<file path="config.mk">
export PLATFORM = sky130hd
export DESIGN_NAME = octal_flash_phy_read_capture
export DESIGN_NICKNAME = d
export VERILOG_FILES = /design/src/verilog/flash_capture_pkg.sv /design/src/verilog/capture_fifo.sv /design/src/verilog/octal_flash_phy_read_capture.sv
export SDC_FILE = /design/constraint.sdc
export NUM_CORES = 1
export LEC_CHECK = 0
export ABC_CLOCK_PERIOD_IN_PS = 5900
export BUFFER_PORTS_ARGS = -buffer_cell sky130_fd_sc_hd__buf_2
export CORE_ASPECT_RATIO = 0.9
export CORE_MARGIN = 3
export CORE_UTILIZATION = 64
export CTS_BUF_LIST = sky130_fd_sc_hd__clkbuf_8
export CTS_CLUSTER_DIAMETER = 80
export DETAILED_ROUTE_END_ITERATION = 10
export GPL_ROUTABILITY_DRIVEN = 0
export MAX_ROUTING_LAYER = met4
export PLACE_DENSITY = 0.93
export SETUP_SLACK_MARGIN = 0.1
export SLEW_MARGIN = 0
export SYNTH_ARGS = -nofsm -noshare
export SYNTH_HDL_FRONTEND = slang
export SYNTH_HIERARCHICAL = 1
export SYNTH_SLANG_ARGS = --single-unit
</file>
<file path="constraint.sdc">
create_clock -name aclk -period 5.9 [get_ports aclk]
set_input_delay 0.295 -clock aclk [delete_from_list [all_inputs] [get_ports aclk]]
set_output_delay 0.295 -clock aclk [all_outputs]
set_load 0.05 [all_outputs]
</file>
<file path="src/verilog/flash_capture_pkg.sv">
/*
  constants for the octal flash read-capture block: register map, field
  positions, reset values and the capture window geometry.
  assumes a 32-bit axi4-lite register bus with 8-bit byte addresses.
*/
`default_nettype none

package flash_capture_pkg;

  // register byte offsets
  localparam logic [7:0] OFF_CTRL    = 8'h00;
  localparam logic [7:0] OFF_CAPTURE = 8'h04;
  localparam logic [7:0] OFF_STATUS  = 8'h08;
  localparam logic [7:0] OFF_DATA    = 8'h0c;

  // control fields
  localparam int CTRL_PHY_EN   = 0;
  localparam int CTRL_PIPE_RD  = 1;
  localparam int CTRL_HW_POLL  = 2;
  localparam logic [2:0] CTRL_RESET = 3'h4;

  // status fields; the two error bits are write-one-to-clear
  localparam int STAT_BUSY     = 0;
  localparam int STAT_HW_POLL  = 1;
  localparam int STAT_WIN_ERR  = 2;
  localparam int STAT_OVERFLOW = 3;
  localparam int STAT_LEVEL    = 8;
  localparam int DATA_VALID    = 8;

  // capture window: delay field width, open width in cycles and reset delay
  localparam int         DELAY_W     = 3;
  localparam logic [2:0] WIN_WIDTH   = 3'h3;
  localparam logic [2:0] DELAY_RESET = 3'h0;

  // fifo geometry
  localparam int FIFO_WIDTH = 8;
  localparam int FIFO_DEPTH = 16;
  localparam int LEVEL_W    = 5;

  // axi response codes
  localparam logic [1:0] RESP_OKAY   = 2'h0;
  localparam logic [1:0] RESP_SLVERR = 2'h2;

endpackage

`default_nettype wire

</file>
<file path="src/verilog/capture_fifo.sv">
/*
  synchronous fifo with valid/ready on both sides; holds captured bytes.
  assumes one clock and a synchronous active-low reset.
*/
`timescale 1ns/1ps
`default_nettype none

module capture_fifo #(
  parameter int WIDTH = 8,
  parameter int DEPTH = 16,
  parameter int CNT_W = 5
) (
  // clock and reset
  input  wire logic             aclk,
  input  wire logic             aresetn,
  // filling side
  input  wire logic             in_valid,
  output logic                  in_ready,
  input  wire logic [WIDTH-1:0] in_data,
  // draining side
  output logic                  out_valid,
  input  wire logic             out_ready,
  output logic      [WIDTH-1:0] out_data,
  // fill level
  output logic      [CNT_W-1:0] level
);
  localparam int PTR_W = $clog2(DEPTH);

  logic [WIDTH-1:0] mem [DEPTH];
  logic [PTR_W-1:0] wr_ptr;
  logic [PTR_W-1:0] rd_ptr;
  logic             push;
  logic             pop;

  assign in_ready  = level != CNT_W'(DEPTH);
  assign out_valid = level != '0;
  assign push      = in_valid && in_ready;
  assign pop       = out_valid && out_ready;
  assign out_data  = mem[rd_ptr];

  // storage has no reset; only the pointers and the level need one
  always_ff @(posedge aclk) begin
    if (push) begin
      mem[wr_ptr] <= in_data;
    end
  end

  // pointers wrap naturally since depth is a power of two
  always_ff @(posedge aclk) begin
    if (!aresetn) begin
      wr_ptr <= '0;
      rd_ptr <= '0;
      level  <= '0;
    end else begin
      if (push) begin
        wr_ptr <= wr_ptr + PTR_W'(1);
      end
      if (pop) begin
        rd_ptr <= rd_ptr + PTR_W'(1);
      end
      level <= level + CNT_W'(push) - CNT_W'(pop);
    end
  end
endmodule

`default_nettype wire

</file>
<file path="src/verilog/octal_flash_phy_read_capture.sv">
/*
  read-capture and phy-mode control of an octal flash controller: strobe
  or clock based sampling, capture window with tunable delay, busy flag
  handling and an axi4-lite register slave. captured bytes queue in a fifo.
  assumes flash pins are asynchronous to aclk; read_active comes from the
  sequencer on aclk.
*/
// Notes on behaviour
// RQ1: with phy enabled, read bytes are captured on the flash strobe.
// RQ2: strobe captures count only inside the internal-clock sampling window.
// RQ3: host tunes transmit, receive and capture delays for robustness.
// RQ4: a larger capture delay moves the sampling window later.
// RQ5: host enables pipelined phy read mode for reads with shifted delay.
// RQ6: host turns pipelined mode off for writes, separating phases.
// RQ7: with the delay workaround active, hardware busy polling is disabled.
// RQ8: in pipelined phy, writes go as dma within page boundaries.
// RQ9: host polls busy between page writes before the next one.
// RQ10: host may write with phy disabled and hardware polling kept.
// RQ11: tuning sweeps delays and centres within the passing region.
`timescale 1ns/1ps
`default_nettype none

module octal_flash_phy_read_capture (
  // clock and reset
  input  wire logic        aclk,
  input  wire logic        aresetn,
  // axi4-lite write channels
  input  wire logic [7:0]  s_axi_awaddr,
  input  wire logic        s_axi_awvalid,
  output logic             s_axi_awready,
  input  wire logic [31:0] s_axi_wdata,
  input  wire logic [3:0]  s_axi_wstrb,
  input  wire logic        s_axi_wvalid,
  output logic             s_axi_wready,
  output logic [1:0]       s_axi_bresp,
  output logic             s_axi_bvalid,
  input  wire logic        s_axi_bready,
  // axi4-lite read channels
  input  wire logic [7:0]  s_axi_araddr,
  input  wire logic        s_axi_arvalid,
  output logic             s_axi_arready,
  output logic [31:0]      s_axi_rdata,
  output logic [1:0]       s_axi_rresp,
  output logic             s_axi_rvalid,
  input  wire logic        s_axi_rready,
  // flash link pins
  input  wire logic        flash_strobe,
  input  wire logic [7:0]  flash_data,
  input  wire logic        flash_busy,
  // sequencer side
  input  wire logic        read_active,
  output logic             read_hold,
  output logic             write_ready,
  output logic             hw_poll_active
);
  import flash_capture_pkg::*;

  logic [2:0]         ctrl;
  logic [DELAY_W-1:0] cap_delay;
  logic               win_err;
  logic               overflow;
  logic [2:0]         phase;
  logic               window_open;
  logic [9:0]         pin_s1;
  logic [9:0]         pin_s2;
  logic [9:0]         pin_s3;
  logic               strobe_level;
  logic               strobe_edge;
  logic               busy;
  logic               cap_take;
  logic               fifo_in_ready;
  logic               fifo_out_valid;
  logic               fifo_pop;
  logic [7:0]         fifo_out_data;
  logic [LEVEL_W-1:0] fifo_level;
  logic               aw_held;
  logic               w_held;
  logic [7:0]         aw_addr;
  logic [31:0]        w_data;
  logic [3:0]         w_strb;
  logic               do_write;
  logic               clr_win;
  logic               clr_ovf;
  logic               rd_take;
  logic               phy_en;
  logic               workaround;

  assign phy_en     = ctrl[CTRL_PHY_EN];
  assign workaround = phy_en && (cap_delay != DELAY_RESET);

  // three-stage pin synchronisers: strobe, data byte, busy
  always_ff @(posedge aclk) begin
    if (!aresetn) begin
      pin_s1 <= '0;
      pin_s2 <= '0;
      pin_s3 <= '0;
    end else begin
      pin_s1 <= {flash_busy, flash_strobe, flash_data};
      pin_s2 <= pin_s1;
      pin_s3 <= pin_s2;
    end
  end

  // a strobe change counts once stages two and three agree
  assign strobe_edge = (pin_s2[8] == pin_s3[8]) && (pin_s3[8] != strobe_level);

  always_ff @(posedge aclk) begin
    if (!aresetn) begin
      strobe_level <= 1'b0;
      busy         <= 1'b0;
    end else begin
      if (pin_s2[8] == pin_s3[8]) begin
        strobe_level <= pin_s3[8];
      end
      if (pin_s2[9] == pin_s3[9]) begin
        busy <= pin_s3[9];
      end
    end
  end

  // internal-clock phase; the window trails phase zero by the delay
  always_ff @(posedge aclk) begin
    if (!aresetn) begin
      phase <= '0;
    end else begin
      phase <= phase + 3'h1;
    end
  end

  assign window_open = 3'(phase - cap_delay) < WIN_WIDTH; // RQ2 RQ4

  // strobe capture in phy mode, internal clock edge otherwise
  always_comb begin
    if (phy_en) begin
      cap_take = read_active && strobe_edge && window_open; // RQ1 RQ2
    end else begin
      cap_take = read_active && (phase == 3'h0);
    end
  end

  // full fifo holds the sequencer off; a capture against it is lost
  assign read_hold = !fifo_in_ready;

  capture_fifo #(
    .WIDTH (FIFO_WIDTH),
    .DEPTH (FIFO_DEPTH),
    .CNT_W (LEVEL_W)
  ) u_fifo (
    .aclk      (aclk),
    .aresetn   (aresetn),
    .in_valid  (cap_take),
    .in_ready  (fifo_in_ready),
    .in_data   (pin_s3[7:0]),
    .out_valid (fifo_out_valid),
    .out_ready (fifo_pop),
    .out_data  (fifo_out_data),
    .level     (fifo_level)
  );

  // hardware busy polling cannot be trusted with a shifted window
  assign hw_poll_active = ctrl[CTRL_HW_POLL] && !workaround; // RQ7
  assign write_ready    = !(hw_poll_active && busy); // RQ10

  // sticky error flags; a new event wins over a clear in the same cycle
  always_ff @(posedge aclk) begin
    if (!aresetn) begin
      win_err  <= 1'b0;
      overflow <= 1'b0;
    end else begin
      if (phy_en && read_active && strobe_edge && !window_open) begin
        win_err <= 1'b1; // RQ2
      end else if (clr_win) begin
        win_err <= 1'b0;
      end
      if (cap_take && !fifo_in_ready) begin
        overflow <= 1'b1;
      end else if (clr_ovf) begin
        overflow <= 1'b0;
      end
    end
  end

  // write address and data are taken in either order
  assign s_axi_awready = !aw_held && !s_axi_bvalid;
  assign s_axi_wready  = !w_held && !s_axi_bvalid;
  assign do_write      = aw_held && w_held && !s_axi_bvalid;
  assign clr_win = do_write && aw_addr[7:2] == OFF_STATUS[7:2]
                   && w_strb[0] && w_data[STAT_WIN_ERR];
  assign clr_ovf = do_write && aw_addr[7:2] == OFF_STATUS[7:2]
                   && w_strb[0] && w_data[STAT_OVERFLOW];

  always_ff @(posedge aclk) begin
    if (!aresetn) begin
      aw_held      <= 1'b0;
      w_held       <= 1'b0;
      aw_addr      <= '0;
      w_data       <= '0;
      w_strb       <= '0;
      s_axi_bvalid <= 1'b0;
      s_axi_bresp  <= RESP_OKAY;
    end else begin
      if (s_axi_awvalid && s_axi_awready) begin
        aw_held <= 1'b1;
        aw_addr <= s_axi_awaddr;
      end
      if (s_axi_wvalid && s_axi_wready) begin
        w_held <= 1'b1;
        w_data <= s_axi_wdata;
        w_strb <= s_axi_wstrb;
      end
      if (do_write) begin
        aw_held      <= 1'b0;
        w_held       <= 1'b0;
        s_axi_bvalid <= 1'b1;
        case (aw_addr[7:2])
          OFF_CTRL[7:2], OFF_CAPTURE[7:2], OFF_STATUS[7:2]:
            s_axi_bresp <= RESP_OKAY;
          default: s_axi_bresp <= RESP_SLVERR;
        endcase
      end else if (s_axi_bready) begin
        s_axi_bvalid <= 1'b0;
      end
    end
  end

  // control and capture-delay registers, low byte lane only
  always_ff @(posedge aclk) begin
    if (!aresetn) begin
      ctrl      <= CTRL_RESET;
      cap_delay <= DELAY_RESET;
    end else if (do_write && w_strb[0]) begin
      if (aw_addr[7:2] == OFF_CTRL[7:2]) begin
        ctrl <= w_data[2:0];
      end
      if (aw_addr[7:2] == OFF_CAPTURE[7:2]) begin
        cap_delay <= w_data[DELAY_W-1:0]; // RQ4
      end
    end
  end

  // reads answer one cycle after the address; data reads pop the fifo
  assign s_axi_arready = !s_axi_rvalid;
  assign rd_take       = s_axi_arvalid && s_axi_arready;
  assign fifo_pop      = rd_take && s_axi_araddr[7:2] == OFF_DATA[7:2];

  always_ff @(posedge aclk) begin
    if (!aresetn) begin
      s_axi_rvalid <= 1'b0;
      s_axi_rdata  <= '0;
      s_axi_rresp  <= RESP_OKAY;
    end else if (rd_take) begin
      s_axi_rvalid <= 1'b1;
      s_axi_rresp  <= RESP_OKAY;
      s_axi_rdata  <= '0;
      case (s_axi_araddr[7:2])
        OFF_CTRL[7:2]:    s_axi_rdata[2:0] <= ctrl;
        OFF_CAPTURE[7:2]: s_axi_rdata[DELAY_W-1:0] <= cap_delay;
        OFF_STATUS[7:2]: begin
          s_axi_rdata[STAT_BUSY]     <= busy; // RQ9
          s_axi_rdata[STAT_HW_POLL]  <= hw_poll_active;
          s_axi_rdata[STAT_WIN_ERR]  <= win_err;
          s_axi_rdata[STAT_OVERFLOW] <= overflow;
          s_axi_rdata[STAT_LEVEL +: LEVEL_W] <= fifo_level;
        end
        OFF_DATA[7:2]: begin
          s_axi_rdata[DATA_VALID] <= fifo_out_valid;
          s_axi_rdata[7:0]        <= fifo_out_data;
        end
        default: s_axi_rresp <= RESP_SLVERR;
      endcase
    end else if (s_axi_rready) begin
      s_axi_rvalid <= 1'b0;
    end
  end
endmodule

`default_nettype wire
</file>
==> results.json, run 1 <==
{
  "tightest_slew_ps": 1012,
  "async_flop_share_pct": 0,
  "grt_setup_unrepaired": "no",
  "wl_per_cell_um": 21.13,
  "wl_met3_mm": 1.439,
  "fill_cells": 694,
  "path_max_fanout": 11,
  "areaGrowthSynthToFinish_pct": 12.22,
  "syn_inst": 590,
  "cp-end-kind": "register",
  "grt_first_pass_wirelength_mm": 28.14,
  "antenna_found_initial": 1,
  "finalCritPeriodShare_pct": 67.24,
  "clk_latency_ps": 500,
  "criticalPathCategory": "register to register",
  "worst_slack_ps": 1933,
  "netlist_area_mm2": 0.008715,
  "dp_cells": 790,
  "outcome": "complete, no violations",
  "hp-class": "input port to register",
  "ys.flop_type": "edfxtp_1",
  "synth_seq_area_share_pct": 64.78,
  "drt_first_pass_iters": 5,
  "required_ps": 6290,
  "synth_edf_count": 128,
  "fin_nets": 758,
  "grt_pass1_vias": 5279,
  "cts.path.max_buffers": 3,
  "synth-seq-cells": 218,
  "drv_slew": 0,
  "cts_num_sinks": 218,
  "dr.first_iter.drc_count": 643,
  "drive_gt1_share_pct": 19.11,
  "slew-limit-headroom_pct": 32.28,
  "drc": 0,
  "crit_path_start_kind": "register",
  "layout_common_cells": "edfxtp_1 (128), dfxtp_1 (89), buf_2 (57)",
  "start_util_pct": 67.14,
  "fmax_mhz": 252.1,
  "setup_violations": 0,
  "ant_nets": 0,
  "hpwl_mm": 11.68,
  "grt-ovfl-total": 0,
  "cp.arrival_ps": 4350,
  "die_h_um": 116.7,
  "clk_pin_slew_ps": 60,
  "die_area_mm2": 0.01505,
  "grtUsageTotal_pct": 25.59,
  "power_density_mw_per_mm2": 330.3,
  "final_common_cell": "edfxtp_1",
  "route.vias.total": 5172,
  "hold_slack_ps": 29.99,
  "finalCriticalPeriod_ps": 3967,
  "stdcell_count": 861,
  "ys_types": 54,
  "syn_area_per_cell_um2": 14.77,
  "vias_per_cell": 6.007,
  "yosysWarnings": 6,
  "grt_max_degree": 63,
  "hold_buffers": 9,
  "met1_length_mm": 6.910,
  "post_cts_resized": 0,
  "cts_setup_buffers": 0,
  "dr_wl_met2_mm": 9.286,
  "clockRootBuffer": "clkbuf_8",
  "core_mm2": 0.01298,
  "maxCapViolCount": 0,
  "routed_wl_mm": 18.19,
  "dp_slack_ps": 2103,
  "ios": 114,
  "numCtsBuffers": 35,
  "io_buffers": 57,
  "report.final.hold_viol_count": 0,
  "row_count": 39,
  "ir_drop_uv": 210.1,
  "chipWidth_um": 129,
  "htreeDepth": 2,
  "fin_worst_skew_ps": 13.80,
  "final_util_pct": 75.34,
  "route.top_layer_used": "met4",
  "final.setup.tns_ps": 0,
  "p_leak_nw": 3.741,
  "cts_tree": "built"
}
==> area by class of cell <==
type,instances,area [µm²],share of cell area (%)
Multi-Input combinational cell,322,2733,27.94
Sequential cell,218,5647,57.74
Antenna cell,1,2.502,0.02559
Clock buffer,40,550.5,5.629
Timing Repair Buffer,72,420.4,4.299
Tap cell,164,205.2,2.098
Inverter,23,86.33,0.8828
Clock inverter,21,135.1,1.382
==> metrics by stage <==
step | cell area, µm² | total power, W
6_report | 9779 | 0.003230
5_1_grt | 9779 | 0.003351
4_1_cts | 9777 | 0.003247
3_5_place_dp | 9001 | 0.001994
3_3_place_gp | 9001 | 0.001969
2_1_floorplan | 8790 | 0.001935
==> state kept, by name, summed over array words and instances, names as in the netlist, 3 cells and up, named ones only <==
| name | count |
|---|---|
| u_fifo/rd_ptr | 4 |
| s_axi_rdata | 13 |
| u_fifo/wr_ptr | 4 |
| pin_s3 | 10 |
| aw_addr | 6 |
| pin_s1 | 10 |
| w_data | 4 |
| u_fifo/level | 5 |
| pin_s2 | 10 |
| ctrl | 3 |
| phase | 3 |
| cap_delay | 3 |
| u_fifo/mem | 128 |
==> kinds of logic after synthesis <==
group | count (synthesis) | share of synthesized area, %
adder cells (fa/ha/maj) | 16 | 2.470
buffers and inverters | 70 | 4.724
AO/OA/AOI/OAI | 57 | 4.465
multiplexers | 53 | 11.66
XOR/XNOR | 9 | 1.062
other | 1 | 0.04303
AND/OR/NAND/NOR | 166 | 10.80
flip-flops | 218 | 64.78
==> synthesized netlist by cell type (3+ instances only) <==
library cell | instances | area (µm²)
a21boi_0 | 3 | 22.52
a21oi_1 | 9 | 45.04
a22o_1 | 9 | 78.83
a22oi_1 | 18 | 135.1
and2_1 | 52 | 325.3
and3_1 | 3 | 18.77
buf_2 | 7 | 35.03
buf_4 | 22 | 165.2
buf_6 | 3 | 33.78
clkbuf_1 | 10 | 37.54
clkdlybuf4s25_2 | 3 | 30.03
dfxtp_1 | 90 | 1802
edfxtp_1 | 128 | 3844
ha_1 | 14 | 175.2
inv_1 | 22 | 82.58
mux2i_1 | 19 | 190.2
mux4_1 | 16 | 420.4
mux4_2 | 18 | 405.4
nand2_1 | 34 | 127.6
nand2b_1 | 4 | 25.02
nand3_1 | 6 | 30.03
nand3_2 | 3 | 30.03
nor2_1 | 31 | 116.4
nor2b_1 | 4 | 25.02
nor3_1 | 3 | 15.01
nor4_1 | 7 | 43.79
o21ai_0 | 12 | 60.06
or3_1 | 3 | 18.77
xnor2_1 | 7 | 61.31
==> path summary, 6_finish.rpt <==
check | start | to | slack [ps] | cells past startpoint
worst max-delay path | cap_delay[0]$_SDFFE_PN0P_ | u_fifo/level[4]$_SDFF_PN0_ | 1930 | 16
worst min-delay path | flash_data[7] | pin_s1[7]$_SDFF_PN0_ | 30 | 2
worst max register to register | cap_delay[0]$_SDFFE_PN0P_ | u_fifo/level[4]$_SDFF_PN0_ | 1930 | 16
worst min register to register | pin_s1[0]$_SDFF_PN0_ | pin_s2[0]$_SDFF_PN0_ | 430 | 1
==> worst max-delay path, cell delays in order (launching register included) <==
cell and delay [ps]:
dfxtp_1 440, ha_1 200, inv_1 60, fa_1 390, xnor3_1 200, a21oi_1 180, a41o_1 300, nand2_1 360
ha_1 430, inv_1 60, ha_1 160, inv_1 60, fa_1 380, nand2b_1 170, a21oi_1 180, o21ai_0 90
and3b_1 180
==> per-layer routing <==
metal,track usage (%),vias up
met4,9.307,0
met1,31.91,2515
met3,6.173,58
met2,41.40,291
met5,-,-
li1,-,2308
==> power by group <==
part	leakage (nW)	internal, W	switching (W)	total, W
sequential	1.92	0.00165	0.0000379	0.00168
combinational	1.40	0.000102	0.000193	0.000295
clock	0.413	0.000704	0.000547	0.00125
total	3.74	0.00245	0.000778	0.00323
(Power assumes the default switching activity.)
==> run 2, diff against run 1 <==
ABC_CLOCK_PERIOD_IN_PS = 3700   (was 5900)
CORE_UTILIZATION = 60   (was 64)
PLACE_DENSITY = 0.88   (was 0.93)
clock period = 3.7 ns   (was 5.9 ns; I/O delays follow)
==> run 2 against run 1 <==
Fmax increased by 14%. Flip-flop and latch count unchanged. Critical path depth increased by 1. First-iteration DRC count decreased by 9.3%. Hold slack got worse by 4.4 ps. Sequential share of layout area decreased by 1.2 points. Sequential power increased by 60%. Via count increased by 4.7%. Power increased by 56%. Clock skew increased by 17 ps. Count of clock-buffer cells in the layout decreased by 1. Critical endpoint unchanged. Largest cell class unchanged.
==> results.json, run 2 (same netlist as run 1, synthesis figures left out) <==
{
  "outcome": "complete, no violations",
  "cts.path.max_buffers": 3,
  "cp.arrival_ps": 3860,
  "ir_drop_uv": 372.6,
  "io_buffers": 57,
  "route.top_layer_used": "met4",
  "grt_setup_unrepaired": "no",
  "areaGrowthSynthToFinish_pct": 14.67,
  "grt_max_degree": 62,
  "p_leak_nw": 3.804,
  "grt-ovfl-total": 0,
  "cts_tree": "built",
  "wl_per_cell_um": 20.55,
  "path_max_fanout": 3,
  "maxCapViolCount": 0,
  "reg_top3": "u_fifo/mem (128), s_axi_rdata (13)",
  "dr_wl_met2_mm": 8.995,
  "htreeDepth": 2,
  "numCtsBuffers": 34,
  "drt_first_pass_iters": 6,
  "largest_reg_flops": 128,
  "vias_per_cell": 5.933,
  "drive_gt1_share_pct": 20.28,
  "antenna_cells": 0,
  "hp-class": "input port to register",
  "grt_pass1_vias": 5487,
  "die_h_um": 120.3,
  "layout_common_cells": "edfxtp_1 (128), dfxtp_1 (89), buf_2 (57)",
  "route.vias.total": 5417,
  "drv_slew": 0,
  "ios": 114,
  "crit_path_start_kind": "register",
  "fin_nets": 781,
  "start_util_pct": 61.77,
  "ant_nets": 0,
  "chipWidth_um": 133.0,
  "setup_violations": 0,
  "stdcell_count": 913,
  "die_area_mm2": 0.01601,
  "met1_length_mm": 7.336,
  "drc": 0,
  "dr.first_iter.drc_count": 583,
  "fmax_mhz": 287.7,
  "hpwl_mm": 11.08,
  "slew-limit-headroom_pct": 35.37,
  "tightest_slew_ps": 960.7,
  "clk_latency_ps": 510,
  "grt_first_pass_wirelength_mm": 28.95,
  "criticalPathCategory": "register to register",
  "cts_num_sinks": 218,
  "final.setup.tns_ps": 0,
  "finalCriticalPeriod_ps": 3476,
  "final_util_pct": 70.84,
  "core_mm2": 0.01411,
  "row_count": 41,
  "top_register": "u_fifo/mem",
  "required_ps": 4090,
  "dp_cells": 826,
  "cp-end-kind": "register",
  "routed_wl_mm": 18.76,
  "final_common_cell": "edfxtp_1",
  "grtUsageTotal_pct": 24.25,
  "fin_worst_skew_ps": 31.10,
  "finalCritPeriodShare_pct": 93.94,
  "antenna_found_initial": 0,
  "report.final.hold_viol_count": 0,
  "wl_met3_mm": 1.655,
  "clk_pin_slew_ps": 70,
  "hold_slack_ps": 25.54,
  "power_density_mw_per_mm2": 505.7,
  "clockRootBuffer": "clkbuf_8"
}
## run 2: power by group
part / switching, W / internal (W) / leakage, nW
sequential: 0.0000629 / 0.00262 / 1.92
combinational: 0.000315 / 0.000188 / 1.52
clock: 0.000900 / 0.000964 / 0.364
total: 0.00128 / 0.00378 / 3.80
## run 2: area by class of cell
type                            instances  area [µm²]
Timing Repair Buffer                   96       638.1
Clock buffer                           39       536.8
Inverter                               23       86.33
Tap cell                              193       241.5
Fill cell                             837        4114
Multi-Input combinational cell        322        2753
Sequential cell                       218        5647
Clock inverter                         22       91.34
## run 2: per-stage QoR
stage               setup slack [ps]  instance area, µm²  total power [W]
finish                         224.3                9993         0.005054
global placement               398.9                9090         0.003145
global route                   103.2                9993         0.005221
floorplan                      400.3                8790         0.003086
CTS                            147.5                9966         0.005033
detailed placement             239.9                9090         0.003174
## run 2: layer usage
| metal | vias to the layer above | global-route usage [%] |
|---|---|---|
| met3 | 74 | 4.867 |
| met2 | 322 | 38.39 |
| met4 | 0 | 10.52 |
| li1 | 2347 | - |
| met5 | - | - |
| met1 | 2674 | 31.00 |
## run 2: final timing paths
kind / from / to / slack [ps] / cells past startpoint
hold reg to reg: pin_s2[1]$_SDFF_PN0_ / pin_s3[1]$_SDFF_PN0_ / 430 / 1
setup reg to reg: phase[0]$_SDFF_PN0_ / u_fifo/level[4]$_SDFF_PN0_ / 220 / 17
hold / removal: read_active / win_err$_SDFFE_PN0P_ / 30 / 3
setup / recovery: phase[0]$_SDFF_PN0_ / u_fifo/level[4]$_SDFF_PN0_ / 220 / 17
## run 2: critical path: stages, from the launching register on
cell and delay [ps]:
dfxtp_1 330, inv_1 80, ha_1 140, inv_1 50, fa_1 370, xnor3_1 200
a21oi_2 120, a41o_1 280, nand2_2 100, ha_1 330, inv_1 100, ha_2 200
inv_1 60, fa_1 420, nand2b_4 170, a21oi_2 150, o21ai_0 80, and3b_1 180
## run 2: timing repair
action                     in CTS  in global routing
resized for setup               0                  5
hold buffers                   24                  0
setup endpoints to repair       1                  1
hold endpoints to repair       23                  0
pin swaps                       1                  2
setup buffers                   1                  1
==> run 3, diff against run 2 <==
CORE_MARGIN = 1.5   (was 3)
CORE_UTILIZATION = 55   (was 60)
PLACE_DENSITY = 0.83   (was 0.88)
==> run 3 against run 2 <==
Die area up 3.8%. Final cell count up 0.99%. Register-to-register slack better by 30 ps. Global-route usage down 2.8 points. Combinational power down 4.8%. Flip-flop and latch count unchanged. Highest routed layer unchanged. Sequential power about the same. Fmax up 0.90%. Largest power group unchanged. Clock skew down 11 ps. Via count down 5.0%. Non-clock buffer count up 4.
==> results.json, run 3 (same netlist as run 1, synthesis figures left out) <==
{
  "core_mm2": 0.01544,
  "drt_first_pass_iters": 5,
  "required_ps": 4140,
  "maxCapViolCount": 0,
  "clk_latency_ps": 550,
  "dp_slack_ps": 185.3,
  "finalCriticalPeriod_ps": 3445,
  "htreeDepth": 1,
  "cts.path.max_buffers": 3,
  "drc": 0,
  "drive_gt1_share_pct": 19.44,
  "register_area_mm2": 0.005648,
  "ant_nets": 0,
  "largest_reg_flops": 128,
  "hpwl_mm": 10.99,
  "grt_pass1_vias": 5001,
  "die_area_mm2": 0.01661,
  "areaGrowthSynthToFinish_pct": 14.52,
  "path_max_fanout": 3,
  "drv_slew": 0,
  "crit_path_start_kind": "register",
  "fin_nets": 782,
  "grt_use_met1_pct": 27.38,
  "grtUsageTotal_pct": 21.45,
  "fill_cells": 1007,
  "grt_max_degree": 62,
  "ir_drop_uv": 308.8,
  "routed_wl_mm": 16.93,
  "fin_worst_skew_ps": 20.54,
  "cp.arrival_ps": 3890,
  "finalCritPeriodShare_pct": 93.10,
  "tightest_slew_ps": 941.4,
  "outcome": "complete, no violations",
  "route.vias.total": 5147,
  "chipWidth_um": 135.7,
  "clk_pin_slew_ps": 60,
  "antenna_found_initial": 0,
  "use_met2_pct": 35.09,
  "setup_violations": 0,
  "io_buffers": 57,
  "cts_num_sinks": 218,
  "cp-end-kind": "register",
  "top_register": "u_fifo/mem",
  "vias_per_cell": 5.582,
  "dp_cells": 837,
  "reg_top3": "u_fifo/mem (128), s_axi_rdata (13)",
  "ios": 114,
  "report.final.hold_viol_count": 0,
  "clockRootBuffer": "clkbuf_8",
  "start_util_pct": 56.44,
  "fmax_mhz": 290.3,
  "row_count": 43,
  "grt_first_pass_wirelength_mm": 26.25,
  "grt_setup_unrepaired": "no",
  "final.setup.tns_ps": 0,
  "worst_slack_ps": 255.2,
  "use_met3_pct": 4.048,
  "numCtsBuffers": 31,
  "cts_tree": "built",
  "layout_common_cells": "edfxtp_1 (128), dfxtp_1 (88), buf_2 (57)",
  "multiInputGateArea_mm2": 0.002739,
  "busiest_layer": "met2",
  "stdcell_count": 922,
  "dr.first_iter.drc_count": 426,
  "wl_per_cell_um": 18.36,
  "antenna_cells": 0,
  "grt-ovfl-total": 0,
  "hold_slack_ps": 41.15,
  "final_common_cell": "edfxtp_1",
  "criticalPathCategory": "register to register",
  "p_leak_nw": 3.824,
  "power_density_mw_per_mm2": 488.8,
  "hp-class": "input port to register",
  "slew-limit-headroom_pct": 36.66,
  "die_h_um": 122.4
}
## run 3: cell types whose count changed in the layout (fill, tap and decap cells not counted), sizes merged
cell / before / now
clkinv: 11 / 4
dlygate4sd3: 24 / 26
clkbuf: 39 / 36
inv: 33 / 40
buf: 72 / 74
clkinvlp: 1 / 0
## run 3: worst paths after layout
check / to / start / slack (ps) / cells after the start
worst max-delay path: u_fifo/level[4]$_SDFF_PN0_ / phase[0]$_SDFF_PN0_ / 260 / 17
worst max register to register: u_fifo/level[4]$_SDFF_PN0_ / phase[0]$_SDFF_PN0_ / 260 / 17
worst min-delay path: s_axi_rdata[8]$_SDFFE_PN0P_ / aresetn / 40 / 3
worst min register to register: pin_s3[0]$_SDFF_PN0_ / pin_s2[0]$_SDFF_PN0_ / 430 / 1
## run 3: repair_timing
item | in CTS | in global routing
setup endpoints to repair | 0 | 1
endpoints found under the hold margin | 25 | 0
hold buffers | 26 | 0
setup buffers | 0 | 2
resized for setup | 0 | 3
## run 3: layer usage
metal  vias up  routed length, µm
met3        39               1152
met1      2525               6916
met2       233               8428
li1       2350                  -
met4         0                434
met5         -                  0
## run 3: final cells by class
| class | count | area share (%) |
|---|---|---|
| Multi-Input combinational cell | 322 | 27.44 |
| Sequential cell | 218 | 56.59 |
| Clock buffer | 36 | 4.965 |
| Inverter | 23 | 0.8651 |
| Timing Repair Buffer | 100 | 6.745 |
| Clock inverter | 21 | 0.8526 |
| Tap cell | 202 | 2.533 |
## run 3: critical path: stages (launching register included)
cell,delay [ps]
dfxtp_1,330
inv_1,90
ha_1,150
inv_1,70
fa_1,380
xnor3_1,190
a21oi_1,150
a41o_1,270
nand2_2,100
ha_1,310
inv_1,70
ha_1,180
inv_1,60
fa_1,390
nand2b_1,200
a21oi_2,160
o21ai_0,90
and3b_1,190
## run 3: metrics by stage
step           util (%)  power, W  area (µm²)
2_1_floorplan         -  0.003086        8790
3_3_place_gp      59.04  0.003141        9116
3_5_place_dp      59.04  0.003171        9116
4_1_cts           64.48  0.004902        9957
5_1_grt           64.63  0.005061        9980
6_report          64.63  0.004878        9980
## run 3: power by group
| part | internal [W] | leakage (nW) | switching, W | total [W] |
|---|---|---|---|---|
| Combinational | 0.000183 | 1.54 | 0.000296 | 0.000479 |
| Clock | 0.000881 | 0.364 | 0.000837 | 0.00172 |
| Sequential | 0.00262 | 1.92 | 0.0000575 | 0.00268 |
